$ cat src/rtl/emac_fc_pkg.sv
package emac_fc_pkg;

	// register byte addresses
	localparam logic [31:0] ADDR_RX_PAUSE_OPERAND   = 32'hb000_30bc;
	localparam logic [31:0] ADDR_RX_PAUSE_REMAINING = 32'hb000_30c0;
	localparam logic [31:0] ADDR_TX_PAUSE_REMAINING = 32'hb000_30c4;
	localparam logic [31:0] ADDR_RX_LENGTH_TYPE     = 32'hb000_30c8;
	localparam logic [31:0] ADDR_TX_DESC_CUR        = 32'hb000_30cc;
	localparam logic [31:0] ADDR_TX_BUF_CUR         = 32'hb000_30d0;
	localparam logic [31:0] ADDR_RX_DESC_CUR        = 32'hb000_30d4;
	localparam logic [31:0] ADDR_RX_BUF_CUR         = 32'hb000_30d8;
	localparam logic [31:0] ADDR_MAC_COMMAND        = 32'hb000_30e0;
	localparam logic [31:0] ADDR_IRQ_STATUS         = 32'hb000_30e4;
	localparam logic [31:0] ADDR_IRQ_ENABLE         = 32'hb000_30e8;
	localparam logic [31:0] ADDR_GEN_STATUS         = 32'hb000_30ec;
	localparam logic [31:0] ADDR_TX_START_DEMAND    = 32'hb000_30f0;
	localparam logic [31:0] ADDR_RX_START_DEMAND    = 32'hb000_30f4;

	// widths and reset values
	localparam int          DATA_W  = 32;
	localparam int          FIELD_W = 16;
	localparam logic [31:0] ZERO32  = 32'h0000_0000;
	localparam logic [15:0] ZERO16  = 16'h0000;

	// mac_command_reg fields
	localparam int          CMD_W          = 7;
	localparam int          CMD_TX_ON      = 0;
	localparam int          CMD_RX_ON      = 1;
	localparam int          CMD_FULL_DUPLEX_SELECT       = 2;
	localparam int          CMD_LOOPBACK   = 3;
	localparam int          CMD_SEND_PAUSE = 4;
	localparam int          CMD_MDC_EN     = 5;
	localparam int          CMD_SPEED_100  = 6;
	localparam logic [6:0]  CMD_RESET      = 7'h00;

	// irq status / enable fields
	localparam int          IRQ_W       = 5;
	localparam int          IRQ_LEN     = 0;
	localparam int          IRQ_TDU     = 1;
	localparam int          IRQ_RDU     = 2;
	localparam int          IRQ_TX_BUS_ERROR  = 3;
	localparam int          IRQ_RX_BUS_ERROR  = 4;
	localparam logic [4:0]  IRQ_RESET   = 5'h00;

	// general status field
	localparam int          GSTA_PAUSED = 9;

	// slot time of 512 bit times, rounded up to whole clocks
	localparam int          CLK_PERIOD_NS = 25;
	localparam int          SLOT_NS_100   = 5120;
	localparam int          SLOT_NS_10    = 51200;
	localparam int          SLOT_W        = 12;
	localparam logic [11:0] SLOT_CYC_100  = 12'((SLOT_NS_100 + CLK_PERIOD_NS - 1) / CLK_PERIOD_NS);
	localparam logic [11:0] SLOT_CYC_10   = 12'((SLOT_NS_10 + CLK_PERIOD_NS - 1) / CLK_PERIOD_NS);
	localparam logic [11:0] SLOT_ONE      = 12'h001;

endpackage

$ cat src/rtl/pause_timer_if.sv
`timescale 1ns/100ps
`default_nettype none
interface pause_timer_if;
	import emac_fc_pkg::*;
	logic               tick;  // one slot time elapsed
	logic               load;  // load a new operand
	logic [FIELD_W-1:0] value; // operand to load
	logic [FIELD_W-1:0] count; // live timer value

	modport ctl (output tick, output load, output value, input count);
	modport tmr (input tick, input load, input value, output count);
endinterface
`default_nettype wire

$ cat src/rtl/slot_tick_gen.sv
`timescale 1ns/100ps
`default_nettype none
module slot_tick_gen
	import emac_fc_pkg::*;
(
	input  wire logic pclk,      // system clock
	input  wire logic presetn,   // async reset, low
	input  wire logic speed_100, // 1: 100 Mb/s slot
	output var  logic tick       // one-cycle slot pulse
);
	logic [SLOT_W-1:0] cnt_r;
	logic [SLOT_W-1:0] cnt_nxt;
	logic              tick_nxt;

	// count down one slot, pulse at the end
	always_comb begin
		tick_nxt = 1'b0;
		cnt_nxt  = cnt_r - SLOT_ONE;
		if (cnt_r <= SLOT_ONE) begin
			tick_nxt = 1'b1;
			cnt_nxt  = speed_100 ? SLOT_CYC_100 : SLOT_CYC_10;
		end
	end

	always_ff @(posedge pclk or negedge presetn) begin
		if (!presetn) begin
			cnt_r <= SLOT_CYC_10;
			tick  <= 1'b0;
		end else begin
			cnt_r <= cnt_nxt;
			tick  <= tick_nxt;
		end
	end
endmodule
`default_nettype wire

$ cat src/rtl/pause_timer.sv
`timescale 1ns/100ps
`default_nettype none
module pause_timer
	import emac_fc_pkg::*;
(
	input  wire logic   pclk,    // system clock
	input  wire logic   presetn, // async reset, low
	pause_timer_if.tmr  t        // load / tick / count
);
	logic [FIELD_W-1:0] cnt_r;
	logic [FIELD_W-1:0] cnt_nxt;

	// reload beats decrement; stop at zero
	always_comb begin
		cnt_nxt = cnt_r;
		if (t.load) begin
			cnt_nxt = t.value;
		end else if (t.tick && cnt_r != ZERO16) begin
			cnt_nxt = cnt_r - 16'h0001;
		end
	end

	always_ff @(posedge pclk or negedge presetn) begin
		if (!presetn) begin
			cnt_r <= ZERO16;
		end else begin
			cnt_r <= cnt_nxt;
		end
	end

	assign t.count = cnt_r;
endmodule
`default_nettype wire

$ cat src/rtl/emac_flow_status.sv
// The APB slave port is this design's own decision.
`timescale 1ns/100ps
`default_nettype none
module emac_flow_status
	import emac_fc_pkg::*;
(
	input  wire logic               pclk,             // system clock, 40 MHz
	input  wire logic               presetn,          // async reset, low
	input  wire logic               psel,             // apb select
	input  wire logic               penable,          // apb access phase
	input  wire logic               pwrite,           // apb write
	input  wire logic [31:0]        paddr,            // apb byte address
	input  wire logic [31:0]        pwdata,           // apb write data
	output var  logic [31:0]        prdata,           // apb read data
	output var  logic               pready,           // apb ready
	output var  logic               pslverr,          // apb error, unmapped
	input  wire logic               rx_pause_rcvd,    // pulse: pause frame received
	input  wire logic [FIELD_W-1:0] rx_pause_value,   // its operand
	input  wire logic               tx_pause_sent,    // pulse: pause frame sent
	input  wire logic [FIELD_W-1:0] tx_pause_value,   // its operand
	input  wire logic               rx_len_valid,     // pulse: length/type seen
	input  wire logic [FIELD_W-1:0] rx_len_value,     // length/type field
	input  wire logic [31:0]        tx_desc_addr_in,  // tx dma descriptor
	input  wire logic [31:0]        tx_buf_addr_in,   // tx dma buffer
	input  wire logic [31:0]        rx_desc_addr_in,  // rx dma descriptor
	input  wire logic [31:0]        rx_buf_addr_in,   // rx dma buffer
	input  wire logic               tx_desc_miss,     // pulse: no tx descriptor
	input  wire logic               rx_desc_miss,     // pulse: no rx descriptor
	input  wire logic               tx_bus_err,       // pulse: tx dma bus error
	input  wire logic               rx_bus_err,       // pulse: rx dma bus error
	output var  logic               tx_enable,        // tx may start frames
	output var  logic               rx_enable,        // rx may take frames
	output var  logic               send_pause_req,   // send a pause frame
	output var  logic               loopback_en,      // internal loop-back
	output var  logic               full_duplex,      // effective duplex
	output var  logic               mgmt_clk_en,      // management clock on
	output var  logic               mac_irq           // interrupt, high
);
	pause_timer_if rx_t ();
	pause_timer_if tx_t ();

	logic slot_tick;

	// register state
	logic [CMD_W-1:0]   cmd_r,     cmd_nxt;
	logic [IRQ_W-1:0]   ista_r,    ista_nxt;
	logic [IRQ_W-1:0]   ien_r,     ien_nxt;
	logic [FIELD_W-1:0] rx_op_r,   rx_op_nxt;
	logic [FIELD_W-1:0] lt_r,      lt_nxt;
	logic [31:0]        txd_r,     txb_r;
	logic [31:0]        rxd_r,     rxb_r;
	logic               tx_halt_r, tx_halt_nxt;
	logic               rx_halt_r, rx_halt_nxt;

	// bus side
	logic [31:0]        rd_data;
	logic               rd_hit;
	logic               wr_en;
	logic [31:0]        prdata_nxt;
	logic               pready_nxt;
	logic               pslverr_nxt;

	// derived control
	logic               fdx_eff;
	logic               rx_paused;
	logic               paused;
	logic               tx_enable_nxt;
	logic               rx_enable_nxt;
	logic               send_pause_nxt;
	logic               irq_nxt;

	// slot time base at the selected line speed
	slot_tick_gen u_tick (
		.pclk      (pclk),
		.presetn   (presetn),
		.speed_100 (cmd_r[CMD_SPEED_100]),
		.tick      (slot_tick)
	);

	// receive pause timer
	pause_timer u_rx_timer (
		.pclk    (pclk),
		.presetn (presetn),
		.t       (rx_t.tmr)
	);

	// transmit (remote) pause timer
	pause_timer u_tx_timer (
		.pclk    (pclk),
		.presetn (presetn),
		.t       (tx_t.tmr)
	);

	// loop-back implies full duplex whatever the duplex bit
	assign fdx_eff   = cmd_r[CMD_LOOPBACK] | cmd_r[CMD_FULL_DUPLEX_SELECT];
	assign rx_paused = rx_t.count != ZERO16;
	assign paused    = rx_paused | cmd_r[CMD_SEND_PAUSE];

	// timer feeds; received pause frames only count in full duplex
	assign rx_t.tick  = slot_tick;
	assign rx_t.load  = rx_pause_rcvd & fdx_eff;
	assign rx_t.value = rx_pause_value;
	assign tx_t.tick  = slot_tick;
	assign tx_t.load  = tx_pause_sent;
	assign tx_t.value = tx_pause_value;

	// write strobe at the completing access edge
	assign wr_en = psel & penable & pready & pwrite;

	// read decode
	always_comb begin
		rd_data = ZERO32;
		rd_hit  = 1'b1;
		case (paddr)
			ADDR_RX_PAUSE_OPERAND: begin
				rd_data[FIELD_W-1:0] = rx_op_r;
			end
			ADDR_RX_PAUSE_REMAINING: begin
				rd_data[FIELD_W-1:0] = rx_t.count;
			end
			ADDR_TX_PAUSE_REMAINING: begin
				rd_data[FIELD_W-1:0] = tx_t.count;
			end
			ADDR_RX_LENGTH_TYPE: begin
				rd_data[FIELD_W-1:0] = lt_r;
			end
			ADDR_TX_DESC_CUR: begin
				rd_data = txd_r;
			end
			ADDR_TX_BUF_CUR: begin
				rd_data = txb_r;
			end
			ADDR_RX_DESC_CUR: begin
				rd_data = rxd_r;
			end
			ADDR_RX_BUF_CUR: begin
				rd_data = rxb_r;
			end
			ADDR_MAC_COMMAND: begin
				rd_data[CMD_W-1:0] = cmd_r;
			end
			ADDR_IRQ_STATUS: begin
				rd_data[IRQ_W-1:0] = ista_r;
			end
			ADDR_IRQ_ENABLE: begin
				rd_data[IRQ_W-1:0] = ien_r;
			end
			ADDR_GEN_STATUS: begin
				rd_data[GSTA_PAUSED] = paused;
			end
			ADDR_TX_START_DEMAND: begin
				rd_data = ZERO32;
			end
			ADDR_RX_START_DEMAND: begin
				rd_data = ZERO32;
			end
			default: begin
				rd_hit = 1'b0;
			end
		endcase
	end

	// apb answer: ready in the first access cycle, no waits
	always_comb begin
		prdata_nxt  = prdata;
		pready_nxt  = 1'b0;
		pslverr_nxt = 1'b0;
		if (psel && !penable) begin
			pready_nxt  = 1'b1;
			prdata_nxt  = rd_data;
			pslverr_nxt = !rd_hit;
		end
	end

	always_ff @(posedge pclk or negedge presetn) begin
		if (!presetn) begin
			prdata  <= ZERO32;
			pready  <= 1'b0;
			pslverr <= 1'b0;
		end else begin
			prdata  <= prdata_nxt;
			pready  <= pready_nxt;
			pslverr <= pslverr_nxt;
		end
	end

	// command register; send-pause drops once the frame is out
	always_comb begin
		cmd_nxt = cmd_r;
		if (wr_en && paddr == ADDR_MAC_COMMAND) begin
			cmd_nxt = pwdata[CMD_W-1:0];
		end
		if (tx_pause_sent) begin
			cmd_nxt[CMD_SEND_PAUSE] = 1'b0;
		end
	end

	// interrupt enables
	always_comb begin
		ien_nxt = ien_r;
		if (wr_en && paddr == ADDR_IRQ_ENABLE) begin
			ien_nxt = pwdata[IRQ_W-1:0];
		end
	end

	// sticky status, write one clears, new event wins
	always_comb begin
		ista_nxt = ista_r;
		if (wr_en && paddr == ADDR_IRQ_STATUS) begin
			ista_nxt = ista_r & ~pwdata[IRQ_W-1:0];
		end
		if (rx_len_valid && ien_r[IRQ_LEN]) begin
			ista_nxt[IRQ_LEN] = 1'b1;
		end
		if (tx_desc_miss) begin
			ista_nxt[IRQ_TDU] = 1'b1;
		end
		if (rx_desc_miss) begin
			ista_nxt[IRQ_RDU] = 1'b1;
		end
		if (tx_bus_err) begin
			ista_nxt[IRQ_TX_BUS_ERROR] = 1'b1;
		end
		if (rx_bus_err) begin
			ista_nxt[IRQ_RX_BUS_ERROR] = 1'b1;
		end
	end

	// length/type capture with bitwise write-one-clear
	always_comb begin
		lt_nxt = lt_r;
		if (wr_en && paddr == ADDR_RX_LENGTH_TYPE) begin
			lt_nxt = lt_r & ~pwdata[FIELD_W-1:0];
		end
		if (rx_len_valid) begin
			lt_nxt = rx_len_value;
		end
	end

	// operand kept while a receive pause is running
	always_comb begin
		rx_op_nxt = rx_op_r;
		if (rx_t.load && !rx_paused) begin
			rx_op_nxt = rx_pause_value;
		end
	end

	// direction stop on missing descriptor, resume on demand
	always_comb begin
		tx_halt_nxt = tx_halt_r;
		rx_halt_nxt = rx_halt_r;
		if (wr_en && paddr == ADDR_TX_START_DEMAND) begin
			tx_halt_nxt = 1'b0;
		end
		if (wr_en && paddr == ADDR_RX_START_DEMAND) begin
			rx_halt_nxt = 1'b0;
		end
		if (tx_desc_miss) begin
			tx_halt_nxt = 1'b1;
		end
		if (rx_desc_miss) begin
			rx_halt_nxt = 1'b1;
		end
	end

	// pin-side controls
	always_comb begin
		tx_enable_nxt  = cmd_r[CMD_TX_ON] & ~tx_halt_r & ~rx_paused;
		rx_enable_nxt  = cmd_r[CMD_RX_ON] & ~rx_halt_r;
		send_pause_nxt = cmd_r[CMD_SEND_PAUSE] & fdx_eff;
		irq_nxt        = |(ista_r & ien_r);
	end

	// register bank
	always_ff @(posedge pclk or negedge presetn) begin
		if (!presetn) begin
			cmd_r     <= CMD_RESET;
			ien_r     <= IRQ_RESET;
			ista_r    <= IRQ_RESET;
			lt_r      <= ZERO16;
			rx_op_r   <= ZERO16;
			tx_halt_r <= 1'b0;
			rx_halt_r <= 1'b0;
		end else begin
			cmd_r     <= cmd_nxt;
			ien_r     <= ien_nxt;
			ista_r    <= ista_nxt;
			lt_r      <= lt_nxt;
			rx_op_r   <= rx_op_nxt;
			tx_halt_r <= tx_halt_nxt;
			rx_halt_r <= rx_halt_nxt;
		end
	end

	// current dma addresses follow the engines; bus writes ignored
	always_ff @(posedge pclk or negedge presetn) begin
		if (!presetn) begin
			txd_r <= ZERO32;
			txb_r <= ZERO32;
			rxd_r <= ZERO32;
			rxb_r <= ZERO32;
		end else begin
			txd_r <= tx_desc_addr_in;
			txb_r <= tx_buf_addr_in;
			rxd_r <= rx_desc_addr_in;
			rxb_r <= rx_buf_addr_in;
		end
	end

	// registered outputs
	always_ff @(posedge pclk or negedge presetn) begin
		if (!presetn) begin
			tx_enable      <= 1'b0;
			rx_enable      <= 1'b0;
			send_pause_req <= 1'b0;
			loopback_en    <= 1'b0;
			full_duplex    <= 1'b0;
			mgmt_clk_en    <= 1'b0;
			mac_irq        <= 1'b0;
		end else begin
			tx_enable      <= tx_enable_nxt;
			rx_enable      <= rx_enable_nxt;
			send_pause_req <= send_pause_nxt;
			loopback_en    <= cmd_r[CMD_LOOPBACK];
			full_duplex    <= fdx_eff;
			mgmt_clk_en    <= cmd_r[CMD_MDC_EN];
			mac_irq        <= irq_nxt;
		end
	end
endmodule
`default_nettype wire

$ cat config.mk
export PLATFORM = sky130hd
export DESIGN_NAME = emac_flow_status
export DESIGN_NICKNAME = d
export VERILOG_FILES = /design/src/rtl/emac_fc_pkg.sv /design/src/rtl/pause_timer_if.sv /design/src/rtl/slot_tick_gen.sv /design/src/rtl/pause_timer.sv /design/src/rtl/emac_flow_status.sv
export SDC_FILE = /design/constraint.sdc
export NUM_CORES = 1
export LEC_CHECK = 0
export BUFFER_PORTS_ARGS = -buffer_cell sky130_fd_sc_hd__buf_2
export CAP_MARGIN = 40
export CORE_ASPECT_RATIO = 0.8
export CORE_MARGIN = 2
export CORE_UTILIZATION = 40
export CTS_CLUSTER_SIZE = 14
export DETAILED_ROUTE_END_ITERATION = 8
export MAX_ROUTING_LAYER = met4
export SYNTH_ARGS = -nofsm -noshare
export SYNTH_HDL_FRONTEND = slang
export SYNTH_SLANG_ARGS = --single-unit
export TNS_END_PERCENT = 5
$ cat constraint.sdc
create_clock -name pclk -period 4.8 [get_ports pclk]
set_input_delay 0.24 -clock pclk [delete_from_list [all_inputs] [get_ports pclk]]
set_output_delay 0.24 -clock pclk [all_outputs]
set_load 0.02 [all_outputs]
### After elaboration in Yosys (flattened, before gate mapping)

Index checks and enable logic that the tools add are counted.

| cells by class | value |
|---|---|
| $add $sub $neg | 3 |
| $lt $le $gt $ge | 1 |
| eq/ne operators | 14 |
| mux-type cells | 30 |
| bitwise logic cells | 18 |
| reduce and logical (&&, ||, !) cells | 29 |

Operators by type and width:

| kind | count |
|---|---|
| $eq 32x32->1 const B | 14 |
| $mux 16 | 6 |
| $pmux 16 s4 | 1 |
| $pmux 5 s11 | 1 |
| $pmux 6 s8 | 1 |
| $reduce_bool 16->1 | 2 |
| $sub 16x1->16 const B | 2 |
| $mux 12 | 2 |
| $reduce_bool 2->1 | 11 |
| $pmux 2 s9 | 1 |
| $and 16x16->16 | 1 |
| $not 16->16 | 1 |
| $pmux 2 s8 | 1 |
| $mux 1 | 14 |
| $reduce_or 14->1 | 1 |
| $le 12x1->1 const B | 1 |
| $sub 12x1->12 const B | 1 |
| $logic_and 1x1->1 | 11 |
| $and 5x5->5 | 2 |
| $mux 5 | 2 |
| $pmux 1 s9 | 1 |
| $and 1x1->1 | 8 |
| $not 5->5 | 1 |
| $reduce_or 5->1 | 1 |
| 3 further kinds | 8 |

| word-level totals | value |
|---|---|
| register bits | 265 |

### Logic depth before layout (Yosys ltp)

Gate-level depths: netlist (run 1).

| logic depth | value |
|---|---|
| word-level depth | 6 |
| mapped depth | 9 |

### By module

Synthesis (run 1) repeated with hierarchy kept, for this count alone.

| unflattened totals | value |
|---|---|
| cells, all modules | 957 |
| area, all modules | 11098.1 µm² |

Modules (own cells, without submodules):

| module | instances | cells an instance | area each (µm²) |
|---|---|---|---|
| emac_flow_status | 1 | 656 | 8428.1 |
| pause_timer | 2 | 120 | 1017.2 |
| slot_tick_gen | 1 | 61 | 635.6 |

### Least setup slack after synthesis (run 1)

No wires, ideal clock.

| path | value |
|---|---|
| kind | register to register |
| start | register u_rx_timer.cnt_r[5], in the netlist u_rx_timer.t.count[5] |
| end | register rx_op_r[10] |
| library setup time | 0.125 ns |
| data arrival time | 2.292 ns |
| data required time | 4.675 ns |
| setup slack | 2.382 ns |
| stages on the path, launching flop included | 8 |
| clock period less this slack | 2.418 ns |
| path through | dfrtp_1 > or4_4 > or2_1 > buf_6 > or3_4 > nor2_8 > buf_12 > mux2_4 |

| between the ends | value |
|---|---|
| longest elaborated chain between the ends | 3 |

RTL lines:

| what | RTL line | source |
|---|---|---|
| start, declared | pause_timer.sv:10 | `logic [FIELD_W-1:0] cnt_r;` |
| start signal, assigned | pause_timer.sv:27 | `cnt_r <= cnt_nxt;` |
| $reduce_bool 16->1 | emac_flow_status.sv:96 | `assign rx_paused = rx_t.count != ZERO16;` |
| $logic_not 1->1 | emac_flow_status.sv:243 | `if (rx_t.load && !rx_paused) begin` |
| $logic_and 1x1->1 | emac_flow_status.sv:243 |  |
| end signal, assigned | emac_flow_status.sv:289 | `rx_op_r <= rx_op_nxt;` |
| end, declared | emac_flow_status.sv:48 | `logic [FIELD_W-1:0] rx_op_r, rx_op_nxt;` |

Every way passes these cells.
A chain may end at the register's enable or synchronous reset.

### Final worst setup path (run 1)

| path | value |
|---|---|
| start | input paddr[22] |
| end | register ista_r[3] |

| between the ends | value |
|---|---|
| longest elaborated chain between the ends | 3 |

RTL lines:

| what | RTL line | source |
|---|---|---|
| start, declared | emac_flow_status.sv:12 | `input wire logic [31:0] paddr,` |
| $eq 32x32->1 | emac_flow_status.sv:209 | `if (wr_en && paddr == ADDR_IRQ_STATUS) begin` |
| $logic_and 1x1->1 | emac_flow_status.sv:209 |  |
| $reduce_bool 2->1 (no line) | n/a |  |
| end signal, assigned | emac_flow_status.sv:287 | `ista_r <= ista_nxt;` |
| end, declared | emac_flow_status.sv:46 | `logic [IRQ_W-1:0] ista_r, ista_nxt;` |

Every way passes these cells.

==> key figures, run 1 <==
STA
  – Fin crit share: 62.07%
  – Worst Slack Setup Final: 1.821 ns
  – Unrepaired setup endpoints after global routing: no
  – Max-slew violation count: 0
  – Setup violators final: 0
  – Worst slew margin: 29.41%
  – Hold slack: 0.02099 ns
  – Least-Margin Pin Slew: 1.059 ns
  – Setup Skew: 0.01364 ns
  – Final hold vios: 0
  – F_max: 335.7 MHz
  – Period minus WS final: 2.979 ns
  – TNS Setup: 0 ns

Yosys
  – Mapped Avg Cell Area: 11.97 um2
  – Mapped Area: 10920 um2
  – Distinct cells, synth: 75
  – FF+latch count, synth: 265
  – Syn Inst Count: 912
  – Synthesis Warnings: 0
  – Seq/Total Area, Yosys: 60.76%
  – Synth area leader: dfrtp_1
  – Synth top area share: 60.52%
  – Top-count cell post-synth: dfrtp_1
  – Area contributors post-synth: dfrtp_1 61%, nand2_1 3.8%, o21ai_0 2.5%
  – Post-synth top cells: 264 x dfrtp_1, 110 x nand2_1, 55 x o21ai_0
  – Net Count, Synth: 1168
  – Post-synth EDFFs: 0
  – Asr flop ratio synth: 100.0%
  – Dominant synthesized flop cell: dfrtp_1

Clocking
  – Worst-Skew Late Latency: 0.54 ns
  – Total setup buffers inserted after CTS: 0
  – CTS max path bufs: 3
  – CTS Buf Count: 27
  – TritonCTS clock tree: done
  – H-tree levels: 1
  – CTS Sinks: 265
  – CTS root buf: clkbuf_16
  – Clock transition at path regs: 0.06 ns

Worst setup path
  – Critical Path Max Stage Delay: 0.62 ns
  – Worst path bufs/invs: 3
  – Crit path max-delay family: simple AND/OR/NAND/NOR gates
  – Worst r2r src: u_rx_timer.t.count[5]$_DFFE_PN0P_
  – Worst Path Required: 5.22 ns
  – Crit. End Element: flop
  – Max stage delay cell, worst path: nand4_1
  – Worst-path cell chain: buf_2 -> nor4_1 -> nand4_1 -> buf_4 -> or3_4 -> nor2_1 -> nand2_1 -> a21o_1 -> dlygate4sd3_1
  – Crit path kind: in2reg
  – CP Max Fanout: 13
  – Critical Path Start: paddr[22]
  – Startpoint types: primary input
  – Critical path arrival: 3.40 ns

Final layout
  – Proportion of layout cells with a drive suffix above 1: 28.87%
  – Post-route insts no fill: 1783
  – Finished Cell Area: 15650 um2
  – Util after Layout: 57.92%
  – Area growth, synth to finish: 43.39%
  – Nets: 1648
  – # fillers: 2269

Die
  – Chip height: 151.8 um
  – Effective utilization at floorplan: 40.39%
  – Die Wd: 188.7 um
  – Ports: 293
  – # rows: 54
  – DIE AREA: 28640 um2
  – Core area: 27030 um2

Status
  – Status: finished clean

Pwr
  – Peak VDD IR: 0.0002572 V
  – Leakage: 7.022 nW
  – Tot Pwr: 4.945 mW
  – P per Cell Area: 315.9 nW/um2

Global routing
  – Global-route wire length before repair: 55580 um
  – Vias in the first global route: 9684
  – Initial antenna violation count: 4
  – Largest net degree at the start of global routing: 137
  – Total gr overflow: 0
  – Total GRT Usage: 26.39%

Place
  – Placed Cells incl. Taps: 1534
  – Post-DP Area: 12770 um2
  – Place WS: 1.411 ns
  – PortBufs: 276
  – Final Wtd Congestion: 0.8865
  – Post-detail-place hpwl: 25440 um

Routing
  – Wire per inst: 20.90 um
  – Post-DR vias/cell: 5.336
  – DRT Wirelength: 37270 um
  – Final ANT Viol Nets: 0
  – DRC: 0
  – Via count: 9514
  – Iteration count of the initial detailed-routing pass: 6
  – Initial DRC Count: 771

Min path
  – HP Start: pwdata[2]
  – HP Class: in2reg

Run
  – Max cap viols: 0
## per-layer routing
metal | vias to the layer above | global-route usage (%) | part of all wire, %
met1 | 4738 | 37.01 | 44
met4 | 0 | 5.977 | 2.0
met2 | 394 | 40.00 | 46
li1 | 4329 | - | -
met3 | 53 | 5.113 | 8.2
met5 | - | - | 0
## worst register-to-register path, cell delays in order, from the launching register on
cell,delay (ns)
dfrtp_1,0.46
or4_4,0.57
or2_1,0.30
or3_4,0.45
nor2_8,0.36
mux2_2,0.39
## timing repair
action	CTS	global route
hold buffers	193	0
setup endpoints to repair	0	0
hold endpoints to repair	336	0
gates resized for setup	0	0
## sequential cells by signal, indices dropped and copies added, names as in the netlist, 5 cells and up
signal / cells
u_tick.cnt_r: 12
prdata: 32
ista_r: 5
rxb_r: 32
txb_r: 32
txd_r: 32
u_tx_timer.t.count: 16
cmd_r: 7
u_rx_timer.t.count: 16
rx_op_r: 16
lt_r: 16
ien_r: 5
rxd_r: 32
## power by group
group | switching (mW) | internal, mW | leakage (nW)
logic | 0.182 | 0.212 | 3.34
registers | 0.0523 | 2.31 | 3.21
clock network | 0.889 | 1.30 | 0.472
## cells in the final DEF, fill, tap and decap left out, types with 5 or more instances in the layout
| master | Yosys | final |
|---|---|---|
| dlygate4sd3_1 | 0 | 193 |
| mux2_2 | 20 | 20 |
| nor4_4 | 5 | 8 |
| a21oi_1 | 23 | 23 |
| o221a_2 | 5 | 5 |
| nor4_1 | 12 | 11 |
| diode_2 | 0 | 6 |
| mux2_4 | 10 | 10 |
| o21ai_1 | 4 | 5 |
| nand2b_1 | 5 | 5 |
| nand2_1 | 110 | 110 |
| and3_1 | 6 | 6 |
| nor2_1 | 50 | 50 |
| xnor2_1 | 22 | 22 |
| clkinv_2 | 0 | 6 |
| a21o_1 | 6 | 6 |
| a22oi_1 | 34 | 34 |
| xor2_1 | 15 | 15 |
| buf_2 | 12 | 276 |
| o21ai_0 | 55 | 54 |
| a222oi_1 | 10 | 10 |
| or3_1 | 10 | 10 |
| a221oi_1 | 21 | 21 |
| nor3_1 | 20 | 20 |
| clkbuf_16 | 0 | 27 |
| buf_4 | 1 | 20 |
| a32oi_1 | 6 | 6 |
| a22o_1 | 29 | 29 |
| inv_1 | 12 | 12 |
| dfrtp_1 | 264 | 264 |
| clkbuf_8 | 0 | 10 |
| nand3_1 | 27 | 27 |
## worst paths after layout
| path | end | slack, ns | cells past startpoint |
|---|---|---|---|
| max in group asynchronous | lt_r[6]$_DFFE_PN0P_ | 3.10 | 3 |
| worst min-delay path | cmd_r[2]$_DFFE_PN0P_ | 0.02 | 2 |
| worst min register to register | rx_enable$_DFF_PN0_ | 0.43 | 1 |
| worst max-delay path | ista_r[3]$_DFFE_PN0P_ | 1.82 | 9 |
| min in group asynchronous | u_rx_timer.t.count[3]$_DFFE_PN0P_ | 0.41 | 2 |
| worst max register to register | rx_op_r[15]$_DFFE_PN0P_ | 2.14 | 5 |
## kinds of logic (layout without fill, tap and decap cells)
| group | Yosys count | count (layout) | share of synthesized area [%] |
|---|---|---|---|
| xor+xnor | 37 | 37 | 2.968 |
| buf+inv | 53 | 554 | 2.212 |
| other cells | 0 | 6 | 0 |
| simple gates | 294 | 294 | 14.67 |
| mux | 35 | 35 | 4.011 |
| fa+ha+maj | 4 | 4 | 0.4585 |
| compound gates | 224 | 224 | 14.92 |
| flops | 265 | 265 | 60.76 |
## final cells by class
class / count / area, um2 / share of cell area [%]
Multi-Input combinational cell: 594 / 4075 / 26.03
Timing Repair Buffer: 491 / 3490 / 22.29
Tap cell: 364 / 455.4 / 2.909
Sequential cell: 265 / 6633 / 42.37
Clock buffer: 39 / 820.8 / 5.243
Antenna cell: 6 / 15.01 / 0.09592
Inverter: 13 / 48.80 / 0.3117
Clock inverter: 11 / 116.4 / 0.7433
Power figures use the tool's default switching activity.
==> inputs of run 2 (changes only) <==
- ABC_AREA: not set -> 1
- clock period: 4.8 -> 3.1 ns (I/O delays scaled with it)
==> run 2 against run 1 <==
  * Sequential power rose by 56%
  * Core utilization fell by 1.5 points
  * Total power rose by 53%
  * Sequential share of layout area fell by 2.0 points
  * Final area rose by 5.0%
  * Critical path type is now reg2reg
  * Global-route usage fell by 1.4 points
==> key figures, run 2 <==
Yosys
  – Post-synth EDFFs: 0 (unchanged)
  – Synth area leader: dfrtp_1
  – Distinct cells, synth: 49 (-35%)
  – Synthesis Warnings: 0 (unchanged)
  – Asr flop ratio synth: 100.0% (unchanged)
  – Post-synthesis simple-gate area fraction: 29.97% (+15 points)
  – Compound-gate portion of the synthesized area: 5.702% (-9.2 points)
  – Adder-cell area share of the yosys netlist: 0.4248% (-0.034 points)
  – Dominant synthesized flop cell: dfrtp_1
  – Mapped Avg Cell Area: 8.773 um2 (-27%)
  – Seq/Total Area, Yosys: 56.29% (-4.5 points)
  – Top-count cell post-synth: nand2_1
  – Mapped Area: 11780 um2 (+7.9%)
  – Largest family of logic cells by synthesized area: simple AND/OR/NAND/NOR gates
  – Mux cell area share after synthesis: 0% (-4.0 points)
  – FF+latch count, synth: 265 (unchanged)
  – Post-synth top cells: 429 x nand2_1, 264 x dfrtp_1, 153 x nand3_1
  – Area contributors post-synth: dfrtp_1 56%, nand2_1 14%, nand3_1 6.5%
  – Synth top area share: 56.07% (-4.4 points)
  – Net Count, Synth: 1599 (+37%)
  – Synth Area in XOR/XNOR: 1.858% (-1.1 points)
  – Syn Inst Count: 1343 (+47%)

Die
  – Core area: 29150 um2 (+7.9%)
  – Effective utilization at floorplan: 40.42% (about the same)
  – Die Wd: 195.9 um (+3.8%)
  – Chip height: 157.5 um (+3.8%)
  – # rows: 56 (+3.7%)
  – Ports: 293 (unchanged)
  – DIE AREA: 30850 um2 (+7.7%)

Worst setup path
  – CP Max Fanout: 13 (unchanged)
  – Worst-path cell chain: nand4_1 -> inv_1 -> nand3_4 -> o211ai_1 -> nand2_1 -> dlygate4sd3_1
  – Crit path kind: reg2reg
  – Worst reg2reg setup slack: 0.64 ns (-1.50 ns)
  – Levels on crit path: 6 (-3)
  – Crit path max-delay family: buffers and inverters
  – Critical Path Max Stage Delay: 0.61 ns (about the same)
  – Worst r2r src: pready$_DFF_PN0_
  – Worst Path Required: 3.54 ns (-1.68 ns)
  – Critical R2R Capture: lt_r[4]$_DFFE_PN0P_
  – Critical path arrival: 2.89 ns (-0.51 ns)
  – Startpoint types: flop
  – Cells on worst reg2reg path: 6 (+1)
  – Worst path bufs/invs: 2 (-1)
  – Crit. End Element: flop
  – Max stage delay cell, worst path: inv_1

Global routing
  – Initial antenna violation count: 0 (-4)
  – Global-route wire length before repair: 58440 um (+5.1%)
  – Total GRT Usage: 24.97% (-1.4 points)
  – Largest net degree at the start of global routing: 99 (-28%)
  – Vias in the first global route: 11020 (+14%)
  – Total gr overflow: 0 (unchanged)

STA
  – Least-Margin Pin Slew: 0.8087 ns (-0.2501 ns)
  – Setup violators final: 0 (unchanged)
  – Setup Skew: 0.01646 ns (+0.002822 ns)
  – Unrepaired setup endpoints after global routing: no
  – Worst Slack Setup Final: 0.6435 ns (-1.177 ns)
  – TNS Setup: 0 ns (unchanged)
  – Final hold vios: 0 (unchanged)
  – Fin crit share: 79.24%
  – Period minus WS final: 2.456 ns
  – F_max: 407.1 MHz
  – Max-slew violation count: 0 (unchanged)
  – Hold slack: 0.04854 ns (+0.02754 ns)
  – Worst slew margin: 45.96% (+17 points)

Pwr
  – Tot Pwr: 7.568 mW (+53%)
  – P per Cell Area: 460.5 nW/um2 (+46%)
  – Leakage: 8.278 nW (+18%)
  – Peak VDD IR: 0.0004073 V (+58%)

Clocking
  – CTS Hold Bufs: 207 (+7.3%)
  – CTS Sinks: 265 (unchanged)
  – Total setup buffers inserted after CTS: 0 (unchanged)
  – CTS root buf: clkbuf_16
  – H-tree levels: 1 (unchanged)
  – CTS max path bufs: 3 (unchanged)
  – CTS Buf Count: 27 (unchanged)
  – Clock transition at path regs: 0.07 ns (about the same)
  – Post-CTS sizing: 0 (unchanged)
  – TritonCTS clock tree: done
  – Worst-Skew Late Latency: 0.55 ns (about the same)

Status
  – Status: finished clean

Routing
  – Via count: 10910 (+15%)
  – Wire per inst: 16.84 um (-19%)
  – Iteration count of the initial detailed-routing pass: 5 (-1)
  – Final ANT Viol Nets: 0 (unchanged)
  – DRC: 0 (unchanged)
  – Post-DR vias/cell: 4.910 (-8.0%)
  – Initial DRC Count: 700 (-9.2%)
  – DRT Wirelength: 37410 um (+0.37%)

Final layout
  – Post-route insts no fill: 2221 (+25%)
  – Area growth, synth to finish: 39.47%
  – Proportion of layout cells with a drive suffix above 1: 21.20% (-7.7 points)
  – Nets: 2080 (+26%)
  – Commonest non-fill, non-tap cell in the layout: nand2_1
  – # diodes: 0 (-6)
  – Most frequent cells in the layout: 429 x nand2_1, 275 x buf_2, 264 x dfrtp_1

Min path
  – Worst hold path cell count: 3 (+1)
  – HP Start: tx_pause_sent
  – HP Class: in2reg
  – Hold Path End: u_tx_timer.t.count[15]$_DFFE_PN0P_

Place
  – PortBufs: 276 (unchanged)
  – Post-detail-place hpwl: 24920 um (-2.1%)
  – Place WS: 0.8253 ns (-0.5861 ns)
  – Final Wtd Congestion: 0.9107 (+2.7%)
  – Placed Cells incl. Taps: 1965 (+28%)

Run
  – Max cap viols: 0 (unchanged)
run 2: power breakdown:
part           total (mW)  internal, mW  leakage (nW)  switching (mW)
logic               0.722         0.380          4.71           0.342
clock network        3.15          1.76         0.418            1.39
registers            3.70          3.60          3.15          0.0957
total                7.57          5.74          8.28            1.83
run 2: area by class of cell:
cell class / instances / area [um2]
Timing Repair Buffer: 502 / 3643
Clock buffer: 35 / 735.7
Fill cell: 2597 / 12710
Tap cell: 377 / 471.7
Clock inverter: 14 / 107.6
Sequential cell: 265 / 6633
Inverter: 95 / 357.8
Multi-Input combinational cell: 933 / 4484
run 2: layer usage:
metal	track usage (%)	wire [um]	up-vias	part of all wire (%)
met5	-	0	-	0
met4	7.179	1001	0	2.7
met3	3.600	2226	63	6.0
met2	39.71	17400	352	47
met1	33.62	16780	5182	45
li1	-	-	5309	-
run 2: cell families after synthesis:
logic type | Yosys count
AOI/OAI and AO/OA | 113
xor gates and xnor gates | 25
adders and majority gates | 4
buffers and inverters | 145
DFF | 265
and+or+nand+nor | 791
run 2: worst max-delay path by stage:
stage,slack (ns),to,from
finish,0.64,lt_r[4]$_DFFE_PN0P_,pready$_DFF_PN0_
floorplan,1.44,u_tx_timer.t.count[0]$_DFFE_PN0P_,u_tx_timer.t.count[0]$_DFFE_PN0P_
CTS,0.62,lt_r[2]$_DFFE_PN0P_,pready$_DFF_PN0_
global route,0.48,lt_r[4]$_DFFE_PN0P_,pready$_DFF_PN0_
detailed placement,0.83,rx_op_r[2]$_DFFE_PN0P_,u_rx_timer.t.count[0]$_DFFE_PN0P_
global placement,0.85,rx_op_r[10]$_DFFE_PN0P_,u_rx_timer.t.count[0]$_DFFE_PN0P_
run 2: worst register-to-register path: cells and delay by family (launching register included):
kind | cells | cell delay [ns]
AOI/OAI and AO/OA | 1 | 0.22
and+or+nand+nor | 3 | 0.59
buffers and inverters | 2 | 1.17
DFF | 1 | 0.35
run 2: through the flow:
stage	cell area (um2)	util, %
2_1_floorplan	11780	-
3_3_place_gp	13520	46.38
3_5_place_dp	13520	46.38
4_1_cts	16430	56.38
5_1_grt	16430	56.38
6_report	16430	56.38
==> inputs of run 3 (changes only) <==
- ABC_AREA: 1 -> 0
- PLACE_DENSITY: not set -> 0.66
- clock period: 3.1 -> 2.2 ns (I/O delays scaled with it)
==> run 3 against run 2 <==
  * Sequential share of layout area is 0.63 points lower
  * Register-to-register slack worse by 0.67 ns
  * The flow now finishes with violations (negative setup slack)
  * Fmax is 10% higher
  * Critical path depth stayed put
  * Clock power is 59% higher
  * Total power is 47% higher
  * Final area is 1.6% higher
==> key figures, run 3 (synthesized netlist as in run 1, its figures left out) <==
Worst setup path
  – Crit. End Element: flop
  – Cells on worst reg2reg path: 6 (unchanged)
  – Worst-path cell chain: or4_4 -> or2_1 -> or3_4 -> nor2_8 -> buf_12 -> mux2_4
  – Worst r2r src: u_rx_timer.t.count[4]$_DFFE_PN0P_
  – Max stage delay cell, worst path: or4_4
  – Crit path max-delay family: simple AND/OR/NAND/NOR gates
  – Worst reg2reg setup slack: -0.03 ns (-0.67 ns)
  – Worst path bufs/invs: 1 (-1)
  – Startpoint types: flop
  – Worst Path Required: 2.64 ns (-0.90 ns)
  – Crit path kind: reg2reg
  – CP Max Fanout: 8 (-5)
  – Critical Path Max Stage Delay: 0.52 ns (-0.09 ns)
  – Critical path arrival: 2.67 ns (-0.22 ns)
  – Critical R2R Capture: rx_op_r[0]$_DFFE_PN0P_

Pwr
  – Switching share of power: 23.46% (-0.67 points)
  – P per Cell Area: 666.4 nW/um2 (+45%)
  – Reg power frac: 46.5% (-2.4 points)
  – Leakage: 7.532 nW (-9.0%)
  – Clock share of power: 45.1% (+3.5 points)
  – Sw power: 2.610 mW (+43%)
  – Peak VDD IR: 0.0006279 V (+54%)
  – Combinational Power Share: 8.4% (-1.1 points)
  – P_int: 8.515 mW (+48%)

Clocking
  – Clock transition at path regs: 0.07 ns (about the same)
  – CTS max path bufs: 3 (unchanged)
  – CTS Buf Count: 28 (+3.7%)
  – TritonCTS clock tree: done
  – CTS Sinks: 265 (unchanged)
  – CTS root buf: clkbuf_16
  – Worst-Skew Late Latency: 0.58 ns (+0.03 ns)
  – Total setup buffers inserted after CTS: 0 (unchanged)
  – H-tree levels: 1 (unchanged)

Status
  – Status: finished, violations left
  – Violated checks: negative setup slack

STA
  – Least-Margin Pin Slew: 0.8109 ns (+0.002236 ns)
  – Final hold vios: 0 (unchanged)
  – Period minus WS final: 2.230 ns (-0.2268 ns)
  – Worst Slack Setup Final: -0.02967 ns (-0.6732 ns)
  – F_max: 448.5 MHz (+10%)
  – Setup violators final: 17 (+17)
  – Hold slack: 0.05928 ns (+0.01074 ns)
  – Fin crit share: 101.3% (+22 points)
  – Worst slew margin: 45.35% (-0.61 points)
  – Setup Skew: 0.02670 ns (+0.01023 ns)
  – Unrepaired setup endpoints after global routing: yes
  – Max-slew violation count: 0 (unchanged)

Final layout
  – Area growth, synth to finish: 52.91%
  – Finished Cell Area: 16690 um2 (+1.6%)
  – Nets: 1739 (-16%)
  – Commonest non-fill, non-tap cell in the layout: buf_2
  – # fillers: 2072 (-20%)
  – Util after Layout: 61.76% (+5.4 points)
  – Multi-input logic area: 4141 um2 (-7.6%)
  – Proportion of layout cells with a drive suffix above 1: 32.49% (+11 points)
  – FF+latch area: 6633 um2 (unchanged)
  – Most frequent cells in the layout: 275 x buf_2, 264 x dfrtp_1, 210 x dlygate4sd3_1
  – Post-route insts no fill: 1874 (-16%)

Place
  – Post-DP Area: 13520 um2 (about the same)
  – Place WS: -0.05362 ns (-0.8789 ns)
  – PortBufs: 276 (unchanged)
  – Post-detail-place hpwl: 26420 um (+6.0%)
  – Final Wtd Congestion: 0.9318 (+2.3%)
  – Placed Cells incl. Taps: 1607 (-18%)

Routing
  – Initial DRC Count: 772 (+10%)
  – Via count: 9988 (-8.4%)
  – DRT Wirelength: 39080 um (+4.5%)
  – Wire per inst: 20.85 um (+24%)
  – Post-DR vias/cell: 5.330 (+8.5%)
  – DRC: 0 (unchanged)
  – Final ANT Viol Nets: 0 (unchanged)
  – Iteration count of the initial detailed-routing pass: 5 (unchanged)

Global routing
  – Largest net degree at the start of global routing: 86 (-13%)
  – GR peak layer: met2
  – Total gr overflow: 0 (unchanged)
  – GRT met2 Usage: 42.56% (+2.9 points)
  – Total GRT Usage: 27.87% (+2.9 points)
  – Vias in the first global route: 10230 (-7.2%)
  – M1 GR Usage: 38.68% (+5.1 points)
  – Initial antenna violation count: 3 (+3)
  – Global-route wire length before repair: 58730 um (+0.49%)
  – Met3 GRT Util: 5.573% (+2.0 points)

Min path
  – HP Class: in2reg
  – Hold Path End: rx_halt_r$_DFFE_PN0P_
  – Worst hold path cell count: 5 (+2)
  – HP Start: penable

Die
  – Core area: 27030 um2 (-7.3%)
  – Ports: 293 (unchanged)
  – Chip height: 151.8 um (-3.7%)
  – Effective utilization at floorplan: 40.39% (about the same)
  – Die Wd: 188.7 um (-3.7%)
  – # rows: 54 (-3.6%)
  – DIE AREA: 28640 um2 (-7.2%)

Run
  – Max cap viols: 0 (unchanged)
run 3: changes by cell type in the layout (fill, tap and decap cells not counted), sizes merged, moves of 12 or more:
cell | before | now
nor2 | 131 | 51
a21oi | 10 | 23
nand3 | 155 | 27
o211ai | 27 | 2
or3 | 0 | 12
buf | 295 | 371
nand2 | 442 | 110
a22oi | 1 | 34
nor4 | 2 | 22
inv | 94 | 14
a22o | 1 | 29
mux2 | 0 | 30
a221oi | 1 | 21
nand4 | 36 | 4
run 3: cell type report:
type                    count  share of cell area [%]
multi-input cells         594                   24.81
inverters                  13                  0.2923
diodes                      5                 0.07496
well taps                 364                   2.728
flip-flops and latches    265                   39.73
repair buffers            581                   26.42
clock inverters            17                   1.402
clock buffers              35                   4.535
run 3: per-stage QoR:
step / total power, mW / TNS (ns)
2_1_floorplan: 5.373 / -1.560
3_3_place_gp: 5.839 / -0.005124
3_5_place_dp: 5.850 / -0.4135
4_1_cts: 11.16 / -0.4147
5_1_grt: 11.51 / -1.630
6_report: 11.12 / -0.3144
run 3: tightest hold or removal path, delay by kind of cell:
family	cells	cell delay, ns
and+or+nand+nor	3	0.31
buffers and inverters	1	0.11
AOI/OAI and AO/OA	1	0.08
run 3: what timing repair did:
action,4_1_cts,5_1_grt
pin swaps,1,7
hold buffers,210,0
hold endpoints to repair,306,0
endpoints found under the setup margin,19,39
resized for setup,3,12
run 3: power groups by stage:
| stage | sequential (mW) | combinational (mW) | clock, mW |
|---|---|---|---|
| floorplan | 5.20 | 0.171 | 0 |
| global placement | 5.25 | 0.588 | 0 |
| detailed placement | 5.25 | 0.598 | 0 |
| CTS | 5.16 | 0.905 | 5.09 |
| global route | 5.18 | 1.01 | 5.32 |
| finish | 5.17 | 0.933 | 5.02 |
run 3: routing by layer:
metal	routed length, um	vias to the layer above	share of wire, %
met4	896	0	2.3
met5	0	-	0
li1	-	4511	-
met2	18070	447	46
met3	3293	61	8.4
met1	16810	4969	43
run 3: worst max path at each step:
| stage | depth (start not counted) | start | endpoint | slack [ns] |
|---|---|---|---|---|
| 3_3_place_gp | 6 | u_rx_timer.t.count[5]$_DFFE_PN0P_ | rx_op_r[15]$_DFFE_PN0P_ | -0.004 |
| 6_report | 6 | u_rx_timer.t.count[4]$_DFFE_PN0P_ | rx_op_r[0]$_DFFE_PN0P_ | -0.03 |
| 2_1_floorplan | 7 | u_rx_timer.t.count[5]$_DFFE_PN0P_ | rx_op_r[10]$_DFFE_PN0P_ | -0.14 |
| 3_5_place_dp | 10 | paddr[9] | prdata[19]$_DFFE_PN0P_ | -0.05 |
| 5_1_grt | 6 | u_rx_timer.t.count[4]$_DFFE_PN0P_ | rx_op_r[0]$_DFFE_PN0P_ | -0.1 |
| 4_1_cts | 6 | u_rx_timer.t.count[4]$_DFFE_PN0P_ | rx_op_r[1]$_DFFE_PN0P_ | -0.05 |
